--- src/verilog/cfg_pins_regs.svh ---
// Purpose: constants for the strap and control pin sampling block
// Assumes: 100 MHz clock, 10 ns period
// Notes:   times in ns, counts derived from them
`ifndef CFG_PINS_REGS_SVH
`define CFG_PINS_REGS_SVH
`define CLK_PERIOD_NS        10
`define FILTER_TIME_NS       625
`define FILTER_CYCLES        (`FILTER_TIME_NS / `CLK_PERIOD_NS)
`define SHORT_FILTER_TIME_NS 5000
`define SHORT_FILTER_CYCLES  (`SHORT_FILTER_TIME_NS / `CLK_PERIOD_NS)
`define RESET_RATE_SEL       1'h0
`define RESET_LEVEL_SEL      1'h0
`define RESET_GATE           1'h1
`endif

--- src/verilog/cfg_pins_pkg.sv ---
// Purpose: types for the strap and control pin sampling block
// Assumes: nothing
// Notes:   link settings travel as one struct
package cfg_pins_pkg;
  typedef struct packed {
    logic rate_fast;
    logic level_high;
  } link_cfg_s;
  typedef enum logic [1:0] {
    ST_CONFIG  = 2'b00,
    ST_STANDBY = 2'b01,
    ST_WAKE    = 2'b10,
    ST_NORMAL  = 2'b11
  } pwr_state_e;
endpackage : cfg_pins_pkg

--- src/verilog/pin_deglitch.sv ---
// Purpose: up/reset deglitch counter on one synchronous input
// Assumes: input already synchronous to clock
// Notes:   output follows input once stable for CYCLES clocks
`timescale 1ns/100ps
`default_nettype none
module pin_deglitch #(
  parameter int CYCLES = 62,
  parameter logic INIT = 1'b0
) (
  // clock and reset
  input  wire logic clock,
  input  wire logic rst_n,
  // pin
  input  wire logic pin_in,
  output logic      filt_out
);
  logic [7:0] cnt_reg;
  logic       last_reg;
  wire        edge_seen = pin_in != last_reg;
  wire        done      = cnt_reg >= 8'(CYCLES - 1);

  // [RL15] count up while stable
  always_ff @(posedge clock or negedge rst_n) begin
    if (!rst_n) begin
      cnt_reg  <= 8'h00;
      last_reg <= INIT;
      filt_out <= INIT;
    end else begin
      last_reg <= pin_in;
      if (edge_seen) begin
        cnt_reg <= 8'h00;
      end else if (!done) begin
        cnt_reg <= cnt_reg + 8'h01;
      end else begin
        filt_out <= last_reg;
      end
    end
  end

  AST_FILTER_STABLE: assert property ( // [RL15]
    @(posedge clock) disable iff (!rst_n)
    $changed(filt_out) |-> $past(cnt_reg) >= 8'(CYCLES - 1))
    else $error("filter output changed before qualification");
endmodule : pin_deglitch
`default_nettype wire

--- src/verilog/cfg_pin_sampler.sv ---
// Purpose: samples, deglitches and latches the strap and control pins
// Assumes: all pins synchronous to clock; power sequencing outside
// Notes:   queue-status pin shares its pad with the polarity strap
// Notes on behaviour
// [RL1] rate select 1 means fast bit time, 0 means slow bit time
// [RL2] slave, normal: rate captured filtered at chip select assertion
// [RL3] new rate hits receive path at once, transmit after frame ends
// [RL4] transmitter takes latest captured rate and level when idle
// [RL5] master: rate filtered continuously, no chip select capture
// [RL6] from stand-by rate captured during wake-up; host holds pin
// [RL7] at first power-up rate captured during that sequence
// [RL8] slave: queue-status high while receive queue holds a frame
// [RL9] master: clock idles at the polarity strap level
// [RL10] driven and read-back queue-status differ too long: go high-z
// [RL11] high-z stays until next wake-up sequence
// [RL12] slave: gate high at chip select pushes frame to transmit queue
// [RL13] gate low: discard input data, receive queue reads still work
// [RL14] gate captured only at chip select assertion
// [RL15] gate, level and rate pass 625 ns up/reset deglitch counters
// [RL16] master: phase strap picks first or second clock edge
// [RL17] level select 0 low amplitude, 1 high amplitude
// [RL18] slave: level applied to transmitter after current frame ends
// [RL19] master: level applied when a frame transmission starts
// [RL20] from stand-by level captured during wake-up; host holds pin
// [RL21] host releases level pin during stand-by
// [RL22] host sends dummy frames in burst reads with gate low
// [RL23] role strap latched once in config state, kept until power-up
// [RL24] queue-status short filter time is 5 us
// [RL25] deglitch counters run on the main clock
`timescale 1ns/100ps
`default_nettype none
`include "cfg_pins_regs.svh"
module cfg_pin_sampler #(
  parameter int FILTER_CYCLES = `FILTER_CYCLES,
  parameter int SHORT_CYCLES  = `SHORT_FILTER_CYCLES
) (
  // clock and reset
  input  wire logic                    clock,
  input  wire logic                    rst_n,
  // power sequencing events
  input  wire logic                    config_latch,
  input  wire logic                    wake_active,
  input  wire logic                    normal_state,
  // straps and control pins
  input  wire logic                    role_strap,
  input  wire logic                    link_rate_select,
  input  wire logic                    tx_level_select,
  input  wire logic                    transmit_gate,
  input  wire logic                    chip_select_low,
  // shared queue-status / polarity pad
  input  wire logic                    status_pad_in,
  output logic                         rx_queue_nonempty,
  output logic                         status_pad_oe,
  // link state
  input  wire logic                    rx_queue_has_frame,
  input  wire logic                    tx_busy,
  input  wire logic                    tx_frame_start,
  // results
  output logic                         role_master,
  output logic                         clock_idle_polarity,
  output logic                         sample_edge_phase,
  output logic                         clock_idle_level,
  output cfg_pins_pkg::link_cfg_s      rx_cfg,
  output cfg_pins_pkg::link_cfg_s      tx_cfg,
  output logic                         frame_to_tx,
  output logic                         status_shorted
);
  import cfg_pins_pkg::*;

  // reset release through two flops
  logic rst_s1_reg, rst_s2_reg;
  always_ff @(posedge clock or negedge rst_n) begin
    if (!rst_n) begin
      rst_s1_reg <= 1'b0;
      rst_s2_reg <= 1'b0;
    end else begin
      rst_s1_reg <= 1'b1;
      rst_s2_reg <= rst_s1_reg;
    end
  end
  wire rstn = rst_s2_reg;

  // [RL15] [RL25] three filters on the main clock
  logic rate_f, level_f, gate_f;
  pin_deglitch #(.CYCLES(FILTER_CYCLES), .INIT(`RESET_RATE_SEL)) u_rate (
    .clock    (clock),
    .rst_n    (rstn),
    .pin_in   (link_rate_select),
    .filt_out (rate_f)
  );
  pin_deglitch #(.CYCLES(FILTER_CYCLES), .INIT(`RESET_LEVEL_SEL)) u_level (
    .clock    (clock),
    .rst_n    (rstn),
    .pin_in   (tx_level_select),
    .filt_out (level_f)
  );
  pin_deglitch #(.CYCLES(FILTER_CYCLES), .INIT(`RESET_GATE)) u_gate (
    .clock    (clock),
    .rst_n    (rstn),
    .pin_in   (transmit_gate),
    .filt_out (gate_f)
  );

  // chip select assertion edge
  logic cs_low_d_reg;
  always_ff @(posedge clock or negedge rstn) begin
    if (!rstn) cs_low_d_reg <= 1'b0;
    else       cs_low_d_reg <= chip_select_low;
  end
  wire cs_assert = chip_select_low & ~cs_low_d_reg;

  // [RL23] role and straps latched once in config state
  logic role_reg, pol_reg, phase_reg;
  always_ff @(posedge clock or negedge rstn) begin
    if (!rstn) begin
      role_reg  <= 1'b0;
      pol_reg   <= 1'b0;
      phase_reg <= 1'b0;
    end else if (config_latch) begin
      role_reg  <= role_strap;
      pol_reg   <= status_pad_in;
      phase_reg <= transmit_gate;
    end
  end

  wire slave_capture = normal_state & ~role_reg & cs_assert;
  wire master_track  = normal_state & role_reg;
  // [RL6] [RL7] [RL20] capture during wake-up and first power-up
  wire seq_capture   = wake_active | config_latch;

  // [RL2] [RL5] latest captured link settings
  link_cfg_s cap_reg, cap_next;
  always_comb begin
    cap_next = cap_reg;
    if (seq_capture | master_track | slave_capture) begin
      cap_next.rate_fast  = rate_f;
      // [RL17] set selects high amplitude
      cap_next.level_high = level_f;
    end
  end
  always_ff @(posedge clock or negedge rstn) begin
    if (!rstn) cap_reg <= '{`RESET_RATE_SEL, `RESET_LEVEL_SEL};
    else       cap_reg <= cap_next;
  end

  // [RL14] gate latched only at chip select assertion
  logic gate_reg;
  always_ff @(posedge clock or negedge rstn) begin
    if (!rstn)              gate_reg <= `RESET_GATE;
    else if (slave_capture) gate_reg <= gate_f;
  end

  // [RL12] [RL13] slave frame goes to transmit queue only if gate was high; master frames always go
  always_ff @(posedge clock or negedge rstn) begin
    if (!rstn) frame_to_tx <= 1'b0;
    else       frame_to_tx <= role_reg | gate_reg;
  end

  // [RL3] [RL18] [RL19] [RL4] transmit settings update when allowed
  wire tx_update_slave  = ~role_reg & ~tx_busy;
  wire tx_update_master = role_reg & (tx_frame_start | ~tx_busy);
  link_cfg_s tx_next;
  assign tx_next = (tx_update_slave | tx_update_master) ? cap_next : tx_cfg;
  always_ff @(posedge clock or negedge rstn) begin
    if (!rstn) begin
      tx_cfg <= '{`RESET_RATE_SEL, `RESET_LEVEL_SEL};
      rx_cfg <= '{`RESET_RATE_SEL, `RESET_LEVEL_SEL};
    end else begin
      tx_cfg <= tx_next;
      // [RL3] receive path follows capture at once
      rx_cfg <= cap_next;
    end
  end

  // [RL9] [RL16] master serial clock idle level and phase
  always_ff @(posedge clock or negedge rstn) begin
    if (!rstn) begin
      role_master         <= 1'b0;
      clock_idle_polarity <= 1'b0;
      sample_edge_phase   <= 1'b0;
      clock_idle_level    <= 1'b0;
    end else begin
      role_master         <= role_reg;
      clock_idle_polarity <= pol_reg;
      sample_edge_phase   <= phase_reg;
      clock_idle_level    <= role_reg & pol_reg;
    end
  end

  // [RL10] [RL24] short detection on the queue-status pad
  logic [15:0] short_cnt_reg;
  logic        short_reg;
  wire drive_en   = normal_state & ~role_reg & ~short_reg;
  wire mismatch   = status_pad_oe & (status_pad_in != rx_queue_nonempty);
  wire short_hit  = short_cnt_reg >= 16'(SHORT_CYCLES - 1);
  always_ff @(posedge clock or negedge rstn) begin
    if (!rstn) begin
      short_cnt_reg <= 16'h0000;
      short_reg     <= 1'b0;
    end else begin
      if (!mismatch)      short_cnt_reg <= 16'h0000;
      else if (!short_hit) short_cnt_reg <= short_cnt_reg + 16'h0001;
      // [RL11] only a wake-up clears the short
      if (wake_active)                short_reg <= 1'b0;
      else if (mismatch && short_hit) short_reg <= 1'b1;
    end
  end

  // [RL8] queue-status output
  always_ff @(posedge clock or negedge rstn) begin
    if (!rstn) begin
      rx_queue_nonempty <= 1'b0;
      status_pad_oe     <= 1'b0;
      status_shorted    <= 1'b0;
    end else begin
      rx_queue_nonempty <= drive_en & rx_queue_has_frame;
      status_pad_oe     <= drive_en & ~(mismatch & short_hit);
      status_shorted    <= short_reg | (mismatch & short_hit);
    end
  end

  AST_GATE_HOLD: assert property ( // [RL14]
    @(posedge clock) disable iff (!rstn)
    !slave_capture |=> $stable(gate_reg))
    else $error("gate changed outside chip select assertion");
  AST_GATE_DISCARD: assert property ( // [RL13]
    @(posedge clock) disable iff (!rstn)
    (!role_reg && !gate_reg) |=> !frame_to_tx)
    else $error("frame kept although gate was low");
  AST_TX_HOLD_BUSY: assert property ( // [RL3]
    @(posedge clock) disable iff (!rstn)
    (!role_reg && tx_busy) |=> $stable(tx_cfg))
    else $error("slave transmit settings changed mid frame");
  AST_TX_IDLE_TAKE: assert property ( // [RL4]
    @(posedge clock) disable iff (!rstn)
    (!role_reg && !tx_busy) |=> tx_cfg == $past(cap_next))
    else $error("idle transmitter missed latest settings");
  AST_RX_FOLLOW: assert property ( // [RL2]
    @(posedge clock) disable iff (!rstn)
    slave_capture |=> rx_cfg.rate_fast == $past(rate_f))
    else $error("receive rate not taken at chip select");
  AST_RX_LEVEL: assert property ( // [RL17]
    @(posedge clock) disable iff (!rstn)
    slave_capture |=> rx_cfg.level_high == $past(level_f))
    else $error("level not taken at chip select");
  AST_SLAVE_RATE_HOLD: assert property ( // [RL2]
    @(posedge clock) disable iff (!rstn)
    (normal_state && !role_reg && !cs_assert && !seq_capture)
      |=> $stable(cap_reg))
    else $error("slave settings changed without chip select");

  // short detection and queue-status pad
  AST_SHORT_OFF: assert property ( // [RL10]
    @(posedge clock) disable iff (!rstn)
    (mismatch && short_hit && !wake_active) |=> !status_pad_oe)
    else $error("queue-status pad still driven after short");
  AST_NO_EARLY_OFF: assert property ( // [RL10]
    @(posedge clock) disable iff (!rstn)
    (drive_en && !(mismatch && short_hit)) |=> status_pad_oe)
    else $error("queue-status pad released too early");
  AST_SHORT_STICKY: assert property ( // [RL11]
    @(posedge clock) disable iff (!rstn)
    (short_reg && !wake_active) |=> short_reg)
    else $error("short cleared without wake-up");
  AST_SHORT_CLEAR: assert property ( // [RL11]
    @(posedge clock) disable iff (!rstn)
    wake_active |=> !short_reg)
    else $error("short not cleared by wake-up");
  AST_STATUS_LEVEL: assert property ( // [RL8]
    @(posedge clock) disable iff (!rstn)
    drive_en |=> rx_queue_nonempty == $past(rx_queue_has_frame))
    else $error("queue-status does not follow queue");
  AST_MASTER_NO_DRIVE: assert property ( // [RL8]
    @(posedge clock) disable iff (!rstn)
    role_reg |=> !status_pad_oe)
    else $error("queue-status pad driven in master role");

  // straps, sequences and master behaviour
  AST_IDLE_CLK: assert property ( // [RL9]
    @(posedge clock) disable iff (!rstn)
    role_reg |=> clock_idle_level == $past(pol_reg))
    else $error("master clock idle level wrong");
  AST_ROLE_KEEP: assert property ( // [RL23]
    @(posedge clock) disable iff (!rstn)
    !config_latch |=> $stable(role_reg))
    else $error("role changed outside config latch");
  AST_WAKE_RATE: assert property ( // [RL6]
    @(posedge clock) disable iff (!rstn)
    wake_active |=> cap_reg.rate_fast == $past(rate_f))
    else $error("rate not captured during wake-up");
  AST_WAKE_LEVEL: assert property ( // [RL20]
    @(posedge clock) disable iff (!rstn)
    wake_active |=> cap_reg.level_high == $past(level_f))
    else $error("level not captured during wake-up");
  AST_POWERUP_RATE: assert property ( // [RL7]
    @(posedge clock) disable iff (!rstn)
    config_latch |=> cap_reg.rate_fast == $past(rate_f))
    else $error("rate not captured during power-up");
  AST_MASTER_TRACK: assert property ( // [RL5]
    @(posedge clock) disable iff (!rstn)
    master_track |=> cap_reg.level_high == $past(level_f))
    else $error("master level not tracking filter");
  AST_MASTER_START: assert property ( // [RL19]
    @(posedge clock) disable iff (!rstn)
    (role_reg && tx_frame_start) |=> tx_cfg == $past(cap_next))
    else $error("master settings not applied at frame start");
  AST_MASTER_HOLD: assert property ( // [RL19]
    @(posedge clock) disable iff (!rstn)
    (role_reg && tx_busy && !tx_frame_start) |=> $stable(tx_cfg))
    else $error("master settings changed inside a frame");

  COV_SLAVE_CAP: cover property (@(posedge clock) disable iff (!rstn)
    slave_capture ##1 tx_busy);
  COV_SHORT: cover property (@(posedge clock) disable iff (!rstn)
    $rose(short_reg));
  COV_GATE_LOW: cover property (@(posedge clock) disable iff (!rstn)
    slave_capture && !gate_f);
  COV_MASTER_START: cover property (@(posedge clock) disable iff (!rstn)
    master_track && tx_frame_start);
  COV_WAKE_CLEAR: cover property (@(posedge clock) disable iff (!rstn)
    wake_active && short_reg);
endmodule : cfg_pin_sampler
`default_nettype wire

--- config.mk ---
export PLATFORM = sky130hd
export DESIGN_NAME = cfg_pin_sampler
export DESIGN_NICKNAME = d
export VERILOG_FILES = /design/src/verilog/cfg_pins_pkg.sv /design/src/verilog/pin_deglitch.sv /design/src/verilog/cfg_pin_sampler.sv
export VERILOG_INCLUDE_DIRS = /design/src /design/src/verilog
export SDC_FILE = /design/constraint.sdc
export NUM_CORES = 1
export LEC_CHECK = 0
export BUFFER_PORTS_ARGS = -buffer_cell sky130_fd_sc_hd__clkbuf_2
export CAP_MARGIN = 20
export CORE_UTILIZATION = 55
export DETAILED_ROUTE_END_ITERATION = 10
export PLACE_DENSITY_LB_ADDON = 0.12
export SLEW_MARGIN = 10
export SYNTH_ARGS = -nofsm -noshare
export SYNTH_HDL_FRONTEND = slang
export SYNTH_HIERARCHICAL = 1
export SYNTH_SLANG_ARGS = --single-unit
export TNS_END_PERCENT = 30
--- constraint.sdc ---
create_clock -name clock -period 2.55 [get_ports clock]
set_input_delay 0.255 -clock clock [delete_from_list [all_inputs] [get_ports clock]]
set_output_delay 0.255 -clock clock [all_outputs]
set_load 0.01 [all_outputs]
==> summary.txt, run 1 <==
Unrepaired setup endpoints after global routing: no
Clock latency on the worst-skew pair: 0.34 ns
Vias per inst: 5.70
Hold WS: 0.0434 ns
Initial Util: 58.7%
Share of layout cells above drive strength 1: 22.1%
Chip width: 76.7 um
Status: finished, final reports clean
First-pass GRT wire length: 9750 um
Worst Skew: 0.00735 ns
Routed wire length: 5500 um
Met3 Use GR: 5.00%
Initial antenna violation count: 0
Setup violators final: 0
Largest net degree at the start of global routing: 41
Input/output buffers: 25
Pwr/cell area: 652 nW/um^2
CTS buffer count: 9
Crit start category: flop
Fin nets: 331
Clk buf depth: 2
Final number of hold-violating endpoints: 0
Crit path capture type: flop
Detailed-route via count: 2179
Final Max Slew Viols: 0
Detail Route Antenna Nets: 0
Synth Cell Area: 3070 sq um
Fmax: 519 MHz
CTS H-Tree Depth: 3
Total Routing Usage GR: 21.4%
CTS tree: yes
Area leader, netlist: dfrtp_1
Syn Inst Count: 274
Sequential share of the synthesized area: 53.9%
P_leak: 0.00156 uW
# IOs: 26
Worst min-delay path class: in -> reg
EDFF count, synth: 0
Grt met1 use: 28.5%
Sinks on Clock Net: 66
Min cycle time layout: 1.93 ns
DIE HEIGHT: 76.7 um
Antenna cells: 0
WL/cell: 14.4 um
Layout area overhead: 13.8%
Busiest grt layer: met2
Syn avg cell area: 11.2 sq um
Vias in the first global route: 2124
Ys Warns: 6
Flops & latches, synth: 66
CP Class: reg -> reg
Worst-path fanout max: 16
TNS Setup: 0 ns
Detailed placement HPWL: 3750 um
Post-synth top area share: 51.3%
Initial DRC Count: 102
DR pass1 iterations: 4
Clock-pin slew on the worst setup and hold paths: 0.07 ns
Post-Syn Nets: 298
Peak supply drop: 0.487 mV
CP Data Arrival Time: 2.19 ns
Postcts setup bufs: 0
Async S/R FF share, synth: 100%
Fin crit share: 75.6%
Max_cap viols: 0
Met2 usage: 32.2%
Area contributors post-synth: dfrtp_1 51%, ha_1 4.1%, nor2_1 3.1%
CTS Root Cell: clkbuf_8
Routability cong.: 0.799
Primary FF master, synth: dfrtp_1
Yosys cell types: 48
Rel. slew slack: 54.1%
Max reg flops: 16
DRC: 0
Placement Rows: 26
Die area: 5890 sq um
CORE AREA: 5240 sq um
Global-route congestion overflow total: 0
CP required: 2.81 ns
Worst-margin pin slew: 0.686 ns
==> Yosys cell counts (5+ instances only) <==
cell,count
dfrtp_1,63
nor2_1,25
o21ai_0,16
nand2_1,15
inv_1,14
a21oi_1,13
ha_1,10
nand3_1,9
and2_1,8
a31oi_1,6
xor2_1,6
nor2b_1,5
==> cell usage in the layout (no fill, tap or decap), types with 4 or more instances in the layout <==
cell / n
clkbuf_8: 11
nor2_1: 25
inv_1: 14
o211ai_1: 4
dfrtp_1: 62
a21oi_1: 13
clkbuf_2: 25
and2_1: 8
o311ai_0: 4
o21ai_0: 16
nor2b_1: 5
mux2_2: 4
or4_1: 4
a31oi_1: 6
xnor2_1: 4
nand2_1: 15
nand3_1: 9
ha_1: 10
xor2_1: 6
nand2b_1: 4
==> layout make-up <==
class / instances / area [sq um]
Fill cell: 410 / 1740
Clock buffer: 12 / 155
Tap cell: 70 / 87.6
Sequential cell: 66 / 1660
Inverter: 14 / 52.6
Clock inverter: 4 / 50.0
Multi-Input combinational cell: 189 / 1340
Timing Repair Buffer: 27 / 155
==> worst paths after layout <==
path                       slack [ns]              from                 to  cells after the start
setup / recovery                 0.62  short_cnt_reg[0]   short_cnt_reg[3]                      4
hold / removal                   0.04   chip_select_low       cs_low_d_reg                      1
setup reg to reg                 0.62  short_cnt_reg[0]   short_cnt_reg[3]                      4
hold reg to reg                  0.26        rst_s2_reg          phase_reg                      0
max in group asynchronous        1.69        rst_s2_reg  u_gate/cnt_reg[3]                      1
min in group asynchronous        0.24             rst_n         rst_s1_reg                      2
==> power by group <==
| part | internal [uW] | switching, uW |
|---|---|---|
| Sequential | 1100 | 53.4 |
| Clock | 503 | 393 |
| Combinational | 96.8 | 134 |
==> metal layers <==
metal | wire length, um | vias up
li1 | - | 1052
met1 | 2540 | 1074
met2 | 2580 | 40
met3 | 231 | 13
met4 | 143 | 0
met5 | 0 | -
==> through the flow <==
| stage | utilization [%] | instance area (sq um) | setup slack (ns) | total power (uW) | instances |
|---|---|---|---|---|---|
| after floorplan | - | 3070 | 0.581 | 1320 | 274 |
| after global placement | 62.6 | 3280 | 0.711 | 1390 | 365 |
| after detailed placement | 62.6 | 3280 | 0.644 | 1400 | 365 |
| after CTS | 66.7 | 3500 | 0.633 | 2310 | 382 |
| after global routing | 66.7 | 3500 | 0.473 | 2390 | 382 |
| final | 66.7 | 3500 | 0.622 | 2280 | 382 |
==> timing repair <==
action,CTS,global route
resized for setup,0,0
endpoints found under the hold margin,2,0
hold buffers,1,0
==> logic make-up after synthesis <==
| kind of cell | count (synthesis) | share of synthesized area [%] |
|---|---|---|
| fa+ha+maj | 10 | 4.07 |
| compound gates | 58 | 13.9 |
| mux | 7 | 2.44 |
| buf+inv | 19 | 2.56 |
| other cells | 1 | 0.122 |
| xor+xnor | 10 | 2.85 |
| simple gates | 103 | 20.2 |
| flops | 66 | 53.9 |
==> critical path, stage by stage (launching register included) <==
cell and delay (ns):
dfrtp_1 0.41, ha_1 0.25, o311a_1 0.46, or4_1 0.55, a21oi_1 0.16
Note: power is estimated with default switching activity, not from simulation.
==> inputs of run 2 (changes only) <==
--- a/config.mk
+++ b/config.mk
@@ -8,7 +8,7 @@
 export LEC_CHECK = 0
 export BUFFER_PORTS_ARGS = -buffer_cell sky130_fd_sc_hd__clkbuf_2
 export CAP_MARGIN = 20
-export CORE_UTILIZATION = 55
+export CORE_UTILIZATION = 53
 export DETAILED_ROUTE_END_ITERATION = 10
 export PLACE_DENSITY_LB_ADDON = 0.12
 export SLEW_MARGIN = 10
==> constraint.sdc (replaced) <==
create_clock -name clock -period 1.54 [get_ports clock]
set_input_delay 0.154 -clock clock [delete_from_list [all_inputs] [get_ports clock]]
set_output_delay 0.154 -clock clock [all_outputs]
set_load 0.01 [all_outputs]
==> summary.txt, run 2 (synthesis results as in run 1) <==
Global-route congestion overflow total: 0 (unchanged)
DIE HEIGHT: 78.1 um (+1.8%)
Overall power: 3760 uW (+65%)
Detailed placement HPWL: 4260 um (+14%)
CTS H-Tree Depth: 3 (unchanged)
DR pass1 iterations: 4 (unchanged)
Initial DRC Count: 120 (+18%)
Worst-path fanout max: 6 (-10)
TNS Setup: -0.764 ns (-0.764 ns)
Share of layout cells above drive strength 1: 36.6% (+15 points)
Worst Skew: 0.00644 ns (-0.000913 ns)
Chip width: 78.1 um (+1.8%)
Min cycle time layout: 1.68 ns (-0.250 ns)
Dpl ws: -0.280 ns (-0.924 ns)
CP required: 1.79 ns (-1.02 ns)
Vias per inst: 5.54 (-2.8%)
CORE AREA: 5540 sq um (+5.8%)
CTS buffer count: 9 (unchanged)
Post-route insts no fill: 427 (+12%)
Crit path capture type: flop
Total Routing Usage GR: 23.1% (+1.7 points)
Fin crit share: 109% (+33 points)
Layout area overhead: 28.0%
Initial Util: 55.5% (-3.2 points)
Vias in the first global route: 2393 (+13%)
Peak supply drop: 0.754 mV (+55%)
Clk buf depth: 2 (unchanged)
Largest net degree at the start of global routing: 47 (+15%)
CTS tree: yes
Crit start category: flop
Antenna cells: 0 (unchanged)
# IOs: 26 (unchanged)
Pwr/cell area: 956 nW/um^2 (+47%)
Status: finished, violations left
Final Worst Setup Slack: -0.138 ns (-0.760 ns)
Initial antenna violation count: 0 (unchanged)
Placement Rows: 27 (+3.8%)
First-pass GRT wire length: 10800 um (+11%)
CP Data Arrival Time: 1.93 ns (-0.26 ns)
Fmax: 596 MHz (+15%)
Cell count after placement: 401 (+9.9%)
WL/cell: 15.0 um (+4.1%)
Most common cell after layout, fill and taps aside: dfrtp_1
Max reg flops: 16 (unchanged)
P_leak: 0.00176 uW (+13%)
Unrepaired setup endpoints after global routing: yes
Detailed-route via count: 2367 (+8.6%)
Failing checks: negative setup slack
Rel. slew slack: 61.9% (+7.8 points)
Die area: 6110 sq um (+3.7%)
Worst-margin pin slew: 0.572 ns (-0.114 ns)
Setup violators final: 12 (+12)
CTS Root Cell: clkbuf_8
Fin nets: 374 (+13%)
Final number of hold-violating endpoints: 0 (unchanged)
Clock-pin slew on the worst setup and hold paths: 0.07 ns (about the same)
Commonest non-fill, non-tap cells in the layout: 62 x dfrtp_1, 38 x buf_4, 25 x nor2_1, 25 x clkbuf_2, 14 x nand2_1
Clock latency on the worst-skew pair: 0.32 ns (-0.02 ns)
Sinks on Clock Net: 66 (unchanged)
Routability cong.: 0.832 (+4.1%)
DRC: 0 (unchanged)
Max_cap viols: 0 (unchanged)
Routed wire length: 6400 um (+16%)
Worst min-delay path class: in -> reg
Detail Route Antenna Nets: 0 (unchanged)
CP Class: reg -> reg
Final Max Slew Viols: 0 (unchanged)
Input/output buffers: 25 (unchanged)
## run 2: path summary, 6_finish.rpt
path / startpoint / to / slack [ns] / cells after the start
setup / recovery: short_cnt_reg[1] / short_cnt_reg[5] / -0.14 / 4
hold / removal: wake_active / short_reg / 0.03 / 2
setup reg to reg: short_cnt_reg[1] / short_cnt_reg[5] / -0.14 / 4
hold reg to reg: rst_s2_reg / sample_edge_phase / 0.22 / 1
max in group asynchronous: rst_s2_reg / short_cnt_reg[2] / 0.79 / 1
min in group asynchronous: rst_n / rst_s1_reg / 0.15 / 2
## run 2: through the flow
step           utilization (%)  hold WS, ns  area [sq um]
2_1_floorplan                -       -0.142          3070
3_3_place_gp              63.6      -0.0554          3530
3_5_place_dp              63.6      -0.0557          3530
4_1_cts                   69.2      0.00950          3830
5_1_grt                   71.0       0.0140          3930
6_report                  71.0       0.0253          3930
## run 2: cell type report
| type | instances | area (sq um) |
|---|---|---|
| Clock inverter | 3 | 15.0 |
| Multi-Input combinational cell | 189 | 1480 |
| Inverter | 14 | 52.6 |
| Timing Repair Buffer | 70 | 483 |
| Sequential cell | 66 | 1660 |
| Fill cell | 407 | 1610 |
| Tap cell | 72 | 90.1 |
| Clock buffer | 13 | 159 |
## run 2: metal layers
| layer | global-route usage [%] | share of wire [%] | wire (um) |
|---|---|---|---|
| met5 | 0 | 0 | 0 |
| met4 | 8.89 | 1.2 | 74 |
| met3 | 5.70 | 3.6 | 233 |
| met2 | 38.5 | 50 | 3170 |
| met1 | 28.9 | 46 | 2920 |
## run 2: critical path, cell delays in order (launching register included)
cell	delay [ns]
dfrtp_1	0.39
ha_2	0.20
o311a_4	0.35
or4_1	0.54
a21oi_2	0.14
## run 2: timing repair
action | in CTS | in global routing
hold buffers | 5 | 0
endpoints found under the hold margin | 6 | 0
gates cloned | 0 | 0
pin swaps | 9 | 5
resized for setup | 15 | 25
setup buffers | 3 | 2
endpoints found under the setup margin | 17 | 23
## run 2: where the power goes
part	internal [uW]	leakage (uW)	switching [uW]
clock	666	0.0000932	617
sequential	1820	0.000842	64.0
combinational	294	0.000826	302
total	2780	0.00176	984
